===== config.mk =====
export PLATFORM = sky130hd
export DESIGN_NAME = io_param_decoder
export DESIGN_NICKNAME = d
export VERILOG_FILES = /design/src/hdl/io_param_pkg.sv /design/src/hdl/io_param_decoder.sv
export SDC_FILE = /design/constraint.sdc
export NUM_CORES = 1
export LEC_CHECK = 0
export ABC_AREA = 0
export BUFFER_PORTS_ARGS = -buffer_cell sky130_fd_sc_hd__buf_4
export CORE_AREA = 8 8 122 124
export CTS_CLUSTER_DIAMETER = 200
export DETAILED_ROUTE_END_ITERATION = 7
export DIE_AREA = 0 0 130 132
export PLACE_DENSITY = 0.76
export SETUP_SLACK_MARGIN = 0.3
export SYNTH_ARGS = -nofsm -noshare
export SYNTH_HDL_FRONTEND = slang
export SYNTH_SLANG_ARGS = --single-unit

===== constraint.sdc =====
create_clock -name core_clk -period 4.87 [get_ports core_clk]
set_input_delay 0.487 -clock core_clk [delete_from_list [all_inputs] [get_ports core_clk]]
set_output_delay 0.487 -clock core_clk [all_outputs]
set_load 0.03 [all_outputs]

===== src/hdl/io_param_pkg.sv =====
package io_param_pkg;

  // ----------------------------------------------------------------
  // variants, characters and point indices
  // ----------------------------------------------------------------
  typedef enum logic [1:0] {
    VAR_BASE = 2'h0, // single bank, 0..7, 8 cmd, 9/: analog
    VAR_EXPANDED = 2'h1, // prefix selects main bank, else top board
    VAR_COMPACT = 2'h2, // single bank, 0..4, 8 analog
    VAR_COMPACT_OPT = 2'h3 // prefix selects primary, else option bank
  } variant_t;

  typedef enum logic [1:0] {
    ST_IDLE = 2'h0,
    ST_WAIT = 2'h1
  } state_t;

  localparam logic [7:0] CH_ZERO = 8'h30;
  localparam logic [7:0] CH_ONE = 8'h31;
  localparam logic [7:0] CH_FOUR = 8'h34;
  localparam logic [7:0] CH_EIGHT = 8'h38;
  localparam logic [7:0] CH_COLON = 8'h3A;
  localparam logic [7:0] CH_LOW = 8'h4C;
  localparam logic [7:0] CH_HIGH = 8'h48;
  localparam logic [7:0] CH_FALL = 8'h46;
  localparam logic [7:0] CH_RISE = 8'h52;

  localparam int NUM_POINTS = 19; // 0 index,1-7 disc,8 cmd,9-10 analog,11-18 second bank
  localparam logic [4:0] IDX_ENC = 5'h00;
  localparam logic [4:0] IDX_ANA_ONE = 5'h09;
  localparam logic [4:0] IDX_BANK_B = 5'h0A; // second bank point n sits at n + this
  localparam logic [4:0] IDX_ANA_CMD = 5'h08;
  localparam logic [4:0] IDX_ANA_TWO = 5'h0A;
  localparam int BANK_W = 8;
  localparam int ANA_W = 12;
  localparam int OUT_COUNT = 4;
  localparam logic [OUT_COUNT-1:0] OUT_RESET = 4'h0; // no current, outputs open

  // one decoded command as it arrives from the command parser
  typedef struct packed {
    logic setOutput; // 1 set-output, 0 wait_on_input_cmd
    logic dual; // second input present
    logic xPrefix; // leading X on the first input
    logic [7:0] num1;
    logic [7:0] cond1;
    logic [7:0] num2;
    logic [7:0] cond2;
  } cmd_t;

  // analog samples and the analog_threshold_setting
  typedef struct packed {
    logic [ANA_W-1:0] anaCmd;
    logic [ANA_W-1:0] anaOne; // analog_channel_one, single_analog_channel on compact
    logic [ANA_W-1:0] anaTwo; // analog_channel_two
    logic [ANA_W-1:0] threshold;
  } analog_t;

  typedef struct packed {
    logic valid;
    logic [4:0] idx;
  } point_t;

endpackage


===== src/hdl/io_param_decoder.sv =====
`timescale 1ns/10ps
`default_nettype none

module io_param_decoder (
  input wire logic core_clk, // 20 MHz drive clock
  input wire logic rst_n, // asynchronous reset, active low
  input wire io_param_pkg::variant_t variant, // drive variant, static
  input wire logic cmdValid, // command offered
  input wire io_param_pkg::cmd_t cmd, // decoded command fields
  output logic cmdReady, // block can take a command
  output logic cmdDone, // one-cycle pulse, command finished
  output logic paramError, // one-cycle pulse, parameter rejected
  output logic waiting, // wait command stalled on its condition
  input wire logic [7:0] bankACurrent, // primary_io_bank, bit0 encoder index
  input wire logic [7:0] bankBCurrent, // top_board_io_bank or option_io_bank, bit n-1 = n
  input wire io_param_pkg::analog_t analog, // analog samples, same clock
  output logic [3:0] outSink // output n+1 sinks current when high
);

  // ----------------------------------------------------------------
  // input synchronisers
  // ----------------------------------------------------------------
  logic [2*io_param_pkg::BANK_W-1:0] rawCur;
  logic [2*io_param_pkg::BANK_W-1:0] sync1_r;
  logic [2*io_param_pkg::BANK_W-1:0] sync2_r;
  logic [2*io_param_pkg::BANK_W-1:0] sync3_r;
  logic [2*io_param_pkg::BANK_W-1:0] stable_r;

  assign rawCur = {bankBCurrent, bankACurrent};

  // three flops; a change counts once the second and third agree
  genvar gi;
  generate
    for (gi = 0; gi < 2 * io_param_pkg::BANK_W; gi = gi + 1) begin : g_sync
      always_ff @(posedge core_clk or negedge rst_n) begin
        if (!rst_n) begin
          sync1_r[gi] <= 1'b0;
          sync2_r[gi] <= 1'b0;
          sync3_r[gi] <= 1'b0;
          stable_r[gi] <= 1'b0;
        end else begin
          sync1_r[gi] <= rawCur[gi];
          sync2_r[gi] <= sync1_r[gi];
          sync3_r[gi] <= sync2_r[gi];
          if (sync2_r[gi] == sync3_r[gi]) begin
            stable_r[gi] <= sync3_r[gi];
          end
        end
      end
    end
  endgenerate

  // ----------------------------------------------------------------
  // point levels and edges
  // ----------------------------------------------------------------
  logic [io_param_pkg::NUM_POINTS-1:0] ptHigh;
  logic [io_param_pkg::NUM_POINTS-1:0] ptLow;
  logic [io_param_pkg::NUM_POINTS-1:0] prevHigh_r;
  logic [io_param_pkg::NUM_POINTS-1:0] ptRise;
  logic [io_param_pkg::NUM_POINTS-1:0] ptFall;
  logic aboveCmd, aboveOne, aboveTwo, belowCmd, belowOne, belowTwo;

  // analog compare against the threshold; equal is neither
  assign aboveCmd = analog.anaCmd > analog.threshold;
  assign belowCmd = analog.anaCmd < analog.threshold;
  assign aboveOne = analog.anaOne > analog.threshold;
  assign belowOne = analog.anaOne < analog.threshold;
  assign aboveTwo = analog.anaTwo > analog.threshold;
  assign belowTwo = analog.anaTwo < analog.threshold;

  // discrete: current flowing is low, no current is high
  logic [io_param_pkg::BANK_W-1:0] senseA, senseB;
  assign senseA = stable_r[io_param_pkg::BANK_W-1:0];
  assign senseB = stable_r[2*io_param_pkg::BANK_W-1:io_param_pkg::BANK_W];
  assign ptHigh = {~senseB, aboveTwo, aboveOne, aboveCmd, ~senseA};
  assign ptLow = {senseB, belowTwo, belowOne, belowCmd, senseA};

  // previous sample for edge detection
  always_ff @(posedge core_clk or negedge rst_n) begin
    if (!rst_n) begin
      prevHigh_r <= '1;
    end else begin
      prevHigh_r <= ptHigh;
    end
  end

  assign ptRise = ptHigh & ~prevHigh_r;
  assign ptFall = ~ptHigh & prevHigh_r;

  // ----------------------------------------------------------------
  // parameter decode
  // ----------------------------------------------------------------
  function automatic io_param_pkg::point_t mapPoint(
    input io_param_pkg::variant_t v,
    input logic x,
    input logic [7:0] ch
  );
    io_param_pkg::point_t p;
    logic optBank;
    p.valid = 1'b0;
    p.idx = io_param_pkg::IDX_ENC;
    optBank = !x && (v == io_param_pkg::VAR_EXPANDED || v == io_param_pkg::VAR_COMPACT_OPT);
    if (optBank) begin
      // second bank accepts 1..8
      if (ch >= io_param_pkg::CH_ONE && ch <= io_param_pkg::CH_EIGHT) begin
        p.valid = 1'b1;
        p.idx = 5'(ch - io_param_pkg::CH_ZERO) + io_param_pkg::IDX_BANK_B;
      end
    end else if (v == io_param_pkg::VAR_BASE || v == io_param_pkg::VAR_EXPANDED) begin
      // prefix ignored on base, selects main bank on expanded
      if (ch >= io_param_pkg::CH_ZERO && ch <= io_param_pkg::CH_COLON) begin
        p.valid = 1'b1;
        p.idx = 5'(ch - io_param_pkg::CH_ZERO);
      end
    end else begin
      // compact primary bank
      if (ch >= io_param_pkg::CH_ZERO && ch <= io_param_pkg::CH_FOUR) begin
        p.valid = 1'b1;
        p.idx = 5'(ch - io_param_pkg::CH_ZERO);
      end else if (ch == io_param_pkg::CH_EIGHT) begin
        p.valid = 1'b1;
        p.idx = io_param_pkg::IDX_ANA_ONE;
      end
    end
    return p;
  endfunction

  function automatic logic condOk(input logic [7:0] c);
    return c == io_param_pkg::CH_LOW || c == io_param_pkg::CH_HIGH ||
           c == io_param_pkg::CH_FALL || c == io_param_pkg::CH_RISE;
  endfunction

  function automatic logic condMet(
    input logic [7:0] c,
    input logic hi,
    input logic lo,
    input logic rise,
    input logic fall
  );
    logic r;
    r = 1'b0;
    if (c == io_param_pkg::CH_LOW) begin
      r = lo;
    end else if (c == io_param_pkg::CH_HIGH) begin
      r = hi;
    end else if (c == io_param_pkg::CH_FALL) begin
      r = fall;
    end else if (c == io_param_pkg::CH_RISE) begin
      r = rise;
    end
    return r;
  endfunction

  io_param_pkg::point_t pt1, pt2;
  logic waitParamOk, outParamOk, outIsLow;
  logic [7:0] outOff;

  // the second input takes the first input's bank, prefix or not
  assign pt1 = mapPoint(variant, cmd.xPrefix, cmd.num1);
  assign pt2 = mapPoint(variant, cmd.xPrefix, cmd.num2);
  assign waitParamOk = pt1.valid && condOk(cmd.cond1) &&
                       (!cmd.dual || (pt2.valid && condOk(cmd.cond2)));

  // set-output: number 1..OUT_COUNT, level L or H only
  assign outOff = cmd.num1 - io_param_pkg::CH_ONE;
  assign outIsLow = cmd.cond1 == io_param_pkg::CH_LOW;
  assign outParamOk = (outOff < 8'(io_param_pkg::OUT_COUNT)) &&
                      (outIsLow || cmd.cond1 == io_param_pkg::CH_HIGH);

  // ----------------------------------------------------------------
  // command sequencer
  // ----------------------------------------------------------------
  io_param_pkg::state_t state_r, state_nxt;
  logic [4:0] idx1_r, idx2_r;
  logic [7:0] cond1_r, cond2_r;
  logic dual_r;
  logic met1, met2, waitMet, take;
  logic cmdDone_r, paramError_r, cmdReady_r, waiting_r;
  logic [3:0] outSink_r;

  assign met1 = condMet(cond1_r, ptHigh[idx1_r], ptLow[idx1_r], ptRise[idx1_r], ptFall[idx1_r]);
  assign met2 = condMet(cond2_r, ptHigh[idx2_r], ptLow[idx2_r], ptRise[idx2_r], ptFall[idx2_r]);
  assign waitMet = met1 && (!dual_r || met2);
  assign take = cmdValid && (state_r == io_param_pkg::ST_IDLE);

  // next state
  always_comb begin
    state_nxt = state_r;
    case (state_r)
      io_param_pkg::ST_IDLE: begin
        if (take && !cmd.setOutput && waitParamOk) begin
          state_nxt = io_param_pkg::ST_WAIT;
        end
      end
      io_param_pkg::ST_WAIT: begin
        if (waitMet) begin
          state_nxt = io_param_pkg::ST_IDLE;
        end
      end
      default: begin
        state_nxt = io_param_pkg::ST_IDLE;
      end
    endcase
  end

  // state and captured wait parameters
  always_ff @(posedge core_clk or negedge rst_n) begin
    if (!rst_n) begin
      state_r <= io_param_pkg::ST_IDLE;
      idx1_r <= io_param_pkg::IDX_ENC;
      idx2_r <= io_param_pkg::IDX_ENC;
      cond1_r <= io_param_pkg::CH_HIGH;
      cond2_r <= io_param_pkg::CH_HIGH;
      dual_r <= 1'b0;
    end else begin
      state_r <= state_nxt;
      if (take) begin
        idx1_r <= pt1.idx;
        idx2_r <= pt2.idx;
        cond1_r <= cmd.cond1;
        cond2_r <= cmd.cond2;
        dual_r <= cmd.dual;
      end
    end
  end

  // status pulses and outputs
  always_ff @(posedge core_clk or negedge rst_n) begin
    if (!rst_n) begin
      cmdDone_r <= 1'b0;
      paramError_r <= 1'b0;
      cmdReady_r <= 1'b0;
      waiting_r <= 1'b0;
      outSink_r <= io_param_pkg::OUT_RESET;
    end else begin
      cmdDone_r <= (take && cmd.setOutput && outParamOk) ||
                   (state_r == io_param_pkg::ST_WAIT && waitMet);
      paramError_r <= take && (cmd.setOutput ? !outParamOk : !waitParamOk);
      cmdReady_r <= state_nxt == io_param_pkg::ST_IDLE;
      waiting_r <= state_nxt == io_param_pkg::ST_WAIT;
      if (take && cmd.setOutput && outParamOk) begin
        outSink_r[outOff[1:0]] <= outIsLow;
      end
    end
  end

  assign cmdDone = cmdDone_r;
  assign paramError = paramError_r;
  assign cmdReady = cmdReady_r;
  assign waiting = waiting_r;
  assign outSink = outSink_r;

endmodule

`default_nettype wire


==> results.md <==
- Headroom to the max-slew limit came out at 36.71%.
- For the worst flop-to-flop path, the logic depth is 8.
- Overall power consumption after layout is estimated at 2.887 mW.
- The clock reaches the later pin of the worst-skew pair after 0.41 ns.
- For this run, asynchronously set or reset flops after synthesis account for between 90% and 100%.
- The floorplan step defined a core boundary enclosing 12980 µm².
- The CTS root buffer is clkbuf_16.
- The relative area change from synthesis to final layout is 23.61%.
- The maximum fanout encountered on the critical timing path is 16.
- Across the run, the number of max-cap violations was 0.
- Global routing consumed, over all layers together, 21.84% of the routing resources.
- The number of failing hold endpoints at the final stage is 0.
- Once the clock tree was built, the setup fixing pass inserted 0 buffers.
- The global route total overflow is 0.
- For flop-to-flop paths, the worst setup slack is 1.45 ns.
- The largest net degree at the start of global routing is 81.
- The HPWL after detailed placement is 13.56 mm.
- The length of the first detailed-routing pass in iterations is 7.
- During placement, the flow inserted port buffers numbering 111.
- The count of final setup violators is 0.
- The number of top-level pins is between 100 and 150.
- The number of global-route vias before repair is between 5000 and 6000.
- The data required time at the worst endpoint is 5.14 ns.
- The share of layout cells above drive strength 1 is 24.31%.
- In the layout the commonest cells are 116 x buf_4, 97 x dfrtp_1, 86 x nand2_1.
- The destination of the critical timing path is cmdDone.
- For this design, the sink count on the clock tree is 120.
- The starting utilization of the core area is 51.31%.
- Dividing the detail-routed via count by the number of cells gives around 5.9.
- Dividing the detail-routed wire length by the instance count gives 18.59 µm.
- The global-route wire length before repair is roughly 30 mm.
- Power spread over the standard cell area amounts to 350.7 nW/µm².
- The cell area after synthesis is 6660 µm².
- Clock-pin slew was measured on the worst setup and hold paths at about 0.060 ns.
- The initial antenna violation count is 0.
- For this run, the slowest stage of the critical path takes ~0.70 ns.
- The worst path meets setup with ~1.5 ns of slack.
- From left edge to right edge, the die measures 130 µm.
- The total number of H-tree levels is 4.
- The number of instances in the synthesized netlist is between 600 and 700.
- For this run, the post-layout net count is 928.
- From bottom edge to top edge, the die measures about 130 µm.
- Setup repair after global routing left no endpoint under its margin.
- Routability-driven placement finished with a final weighted congestion of between 0.9 and 1.
- In the post-synthesis netlist, the biggest area contributors are dfrtp_1 36%, dfstp_2 9.1%, ha_1 8.1%.
- The count of flip-flops with a built-in enable after synthesis is 0.
- In the synthesized netlist the dominant register cell turns out to be dfrtp_1.
- The longest clock path from root to sink contains 2 buffers.
- The class of the most critical hold timing path is primary input to flop.
- Traced cell by cell, the critical path runs through buf_4, inv_6, mux4_2, a2111oi_0, a2111oi_0, a211o_1, a221oi_2, o32ai_1.
- The endpoint kind of the worst setup timing path is a flop.
- By instance count, the cell type seen most on the critical path is a2111oi_0.
- Sequential cells were found to cover around 46% of the synthesized design area.
- The kind of start point of the critical path is a flop.
- In this run, post-CTS hold repair placed 0 buffers.
- The synthesized net count is 825.
- The accumulated negative setup slack is 0 ns.
- The repair_antennas step left the layout with diodes totalling 0.
- Of the available clock period, the critical path in the final layout requires 70.15%.
- Leaving out fill and tap cells, the most frequent cell in the layout is buf_4.
- The reg-to-reg startpoint is idx1_r[0].
- Dividing the synthesized area by the synthesized cell count gives just under 10 µm².
- Once layout is complete, the utilization of the core stands at 63.43%.
- The max-slew violation total from the final report was 0.
- The tightest hold path in the finished design has a slack of 0.1844 ns.
- The flow ran to the end, and the final reports show no timing, DRC or antenna violations.
- The total DRC errors in the routed layout is 0.
- The CTS tree is built.
- The die covers 17160 µm².
- The leakage power figure is between 3 and 4 nW.
- For this run, the top clock speed supported by timing is 292.7 MHz.
- The pre-CTS worst setup slack is 1.394 ns.
- The dominant cell type by area after synthesis is dfrtp_1.
- The slew at the pin closest to its max-slew limit is around 0.95 ns.
- For the finished layout, the period the worst path requires is 3.416 ns.
- The top cell type by area accounts for 36.45% of the synthesized area.
- For this run, the number of Yosys warnings is 0.
- The DRC violation total after the first TritonRoute iteration is 352.
- The worst setup path is of the flop to flop kind.
- The count of distinct cell types in the synthesized netlist is 72.
- For the worst setup path, the data arrival time is between 3 and 4 ns.
- The endpoint of the worst-slack reg-to-reg timing path is cmdDone.
- The post-CTS resize count is 0.
- For the final database, setup skew stands at 0.008432 ns.
- The routed via count is between 5000 and 6000.
- The floorplan has 42 rows.
- In this run, CTS created clock tree buffers numbering 17.
- The slowest stage of the critical path is the a2111oi_0 cell.
- The worst-case IR drop observed on VDD is 0.0004059 V.
- The detailed-route wire length is between 15 and 20 mm.
- The most critical setup path has its startpoint at idx1_r[0].
- The detail route stage leaves a number of antenna-violating nets equal to 0.
- Synthesis inferred 120 register bits.
cells in the mapped netlist, types with 4 or more instances:
cell and n:
nand3b_1 5, o21ai_0 33, mux2i_1 5, clkbuf_1 27, a211oi_1 11, and2_1 5, o31ai_1 4, nor2_1 46
a31oi_1 7, xnor2_1 8, nor2b_1 6, a211o_1 4, nand4_1 16, and3_1 5, nor3b_1 5, or3_1 4
ha_1 43, inv_1 46, mux4_2 13, o2111ai_1 8, nand2_1 86, nand3_1 24, nor3_1 14, a21oi_1 31
o21a_1 5, dfstp_2 23, buf_2 4, maj3_1 16, dfrtp_1 97, o21ai_1 9
how the worst min path moves through the flow:
stage                                from     endpoint  cells past startpoint
after floorplan                     rst_n      cmdDone                      0
after global placement         sync1_r[3]   sync2_r[3]                      0
after detailed placement      sync1_r[10]  sync2_r[10]                      0
after CTS                 bankACurrent[4]   sync1_r[4]                      1
after global routing      bankACurrent[3]   sync1_r[3]                      1
final                     bankBCurrent[3]  sync1_r[11]                      1
cells by family (layout without fill, tap and decap cells):
logic type,after synthesis,count (layout),synth area share [%]
adder cells (fa/ha/maj),59,59,10.48
AND/OR/NAND/NOR,238,238,17.57
XOR/XNOR,9,9,1.184
flip-flops,120,120,45.52
AO/OA/AOI/OAI,152,152,15.22
multiplexers,18,18,5.147
buffers and inverters,81,197,4.828
other,1,1,0.05631
flip-flops by register name (all words and copies together) (netlist names):
signal      flops
cmdDone         1
cmdReady        1
cond1_r         8
cond2_r         8
dual_r          1
idx1_r          5
idx2_r          5
outSink         4
paramError      1
prevHigh_r     19
ptLow          16
state_r         2
sync1_r        16
sync2_r        16
sync3_r        16
waiting         1
layer usage:
metal	global-route usage [%]	share of wire [%]	routed length, µm	vias to the layer above
li1	-	-	-	2674
met1	26.18	41	7431	2762
met2	36.44	49	8864	258
met3	5.138	6.8	1221	48
met4	9.425	2.8	511	0
met5	0	0	0	-
layout make-up:
| class | count | area, µm² |
|---|---|---|
| flip-flops and latches | 120 | 3032 |
| clock buffers | 18 | 429.2 |
| repair buffers | 116 | 870.8 |
| clock inverters | 14 | 185.2 |
| fillers | 1059 | 4747 |
| well taps | 176 | 220.2 |
| multi-input cells | 477 | 3307 |
| inverters | 49 | 188.9 |
power breakdown:
group          switching [mW]  total (mW)  internal (mW)
sequential             0.0803        1.17           1.09
clock                   0.480        1.30          0.819
combinational           0.229       0.420          0.192
total                   0.789        2.89           2.10
worst max-delay path: cells and delay by family (launching register included):
kind | cells | cell delay (ns)
flops | 1 | 0.68
buf+inv | 2 | 0.42
compound gates | 5 | 1.72
mux | 1 | 0.45
stage by stage:
step / cells / cell area (µm²)
CTS: 970 / 8233
detailed placement: 938 / 7619
global placement: 938 / 7619
floorplan: 678 / 6660
finish: 970 / 8233
global route: 970 / 8233
Power figures use the tool's default switching activity.
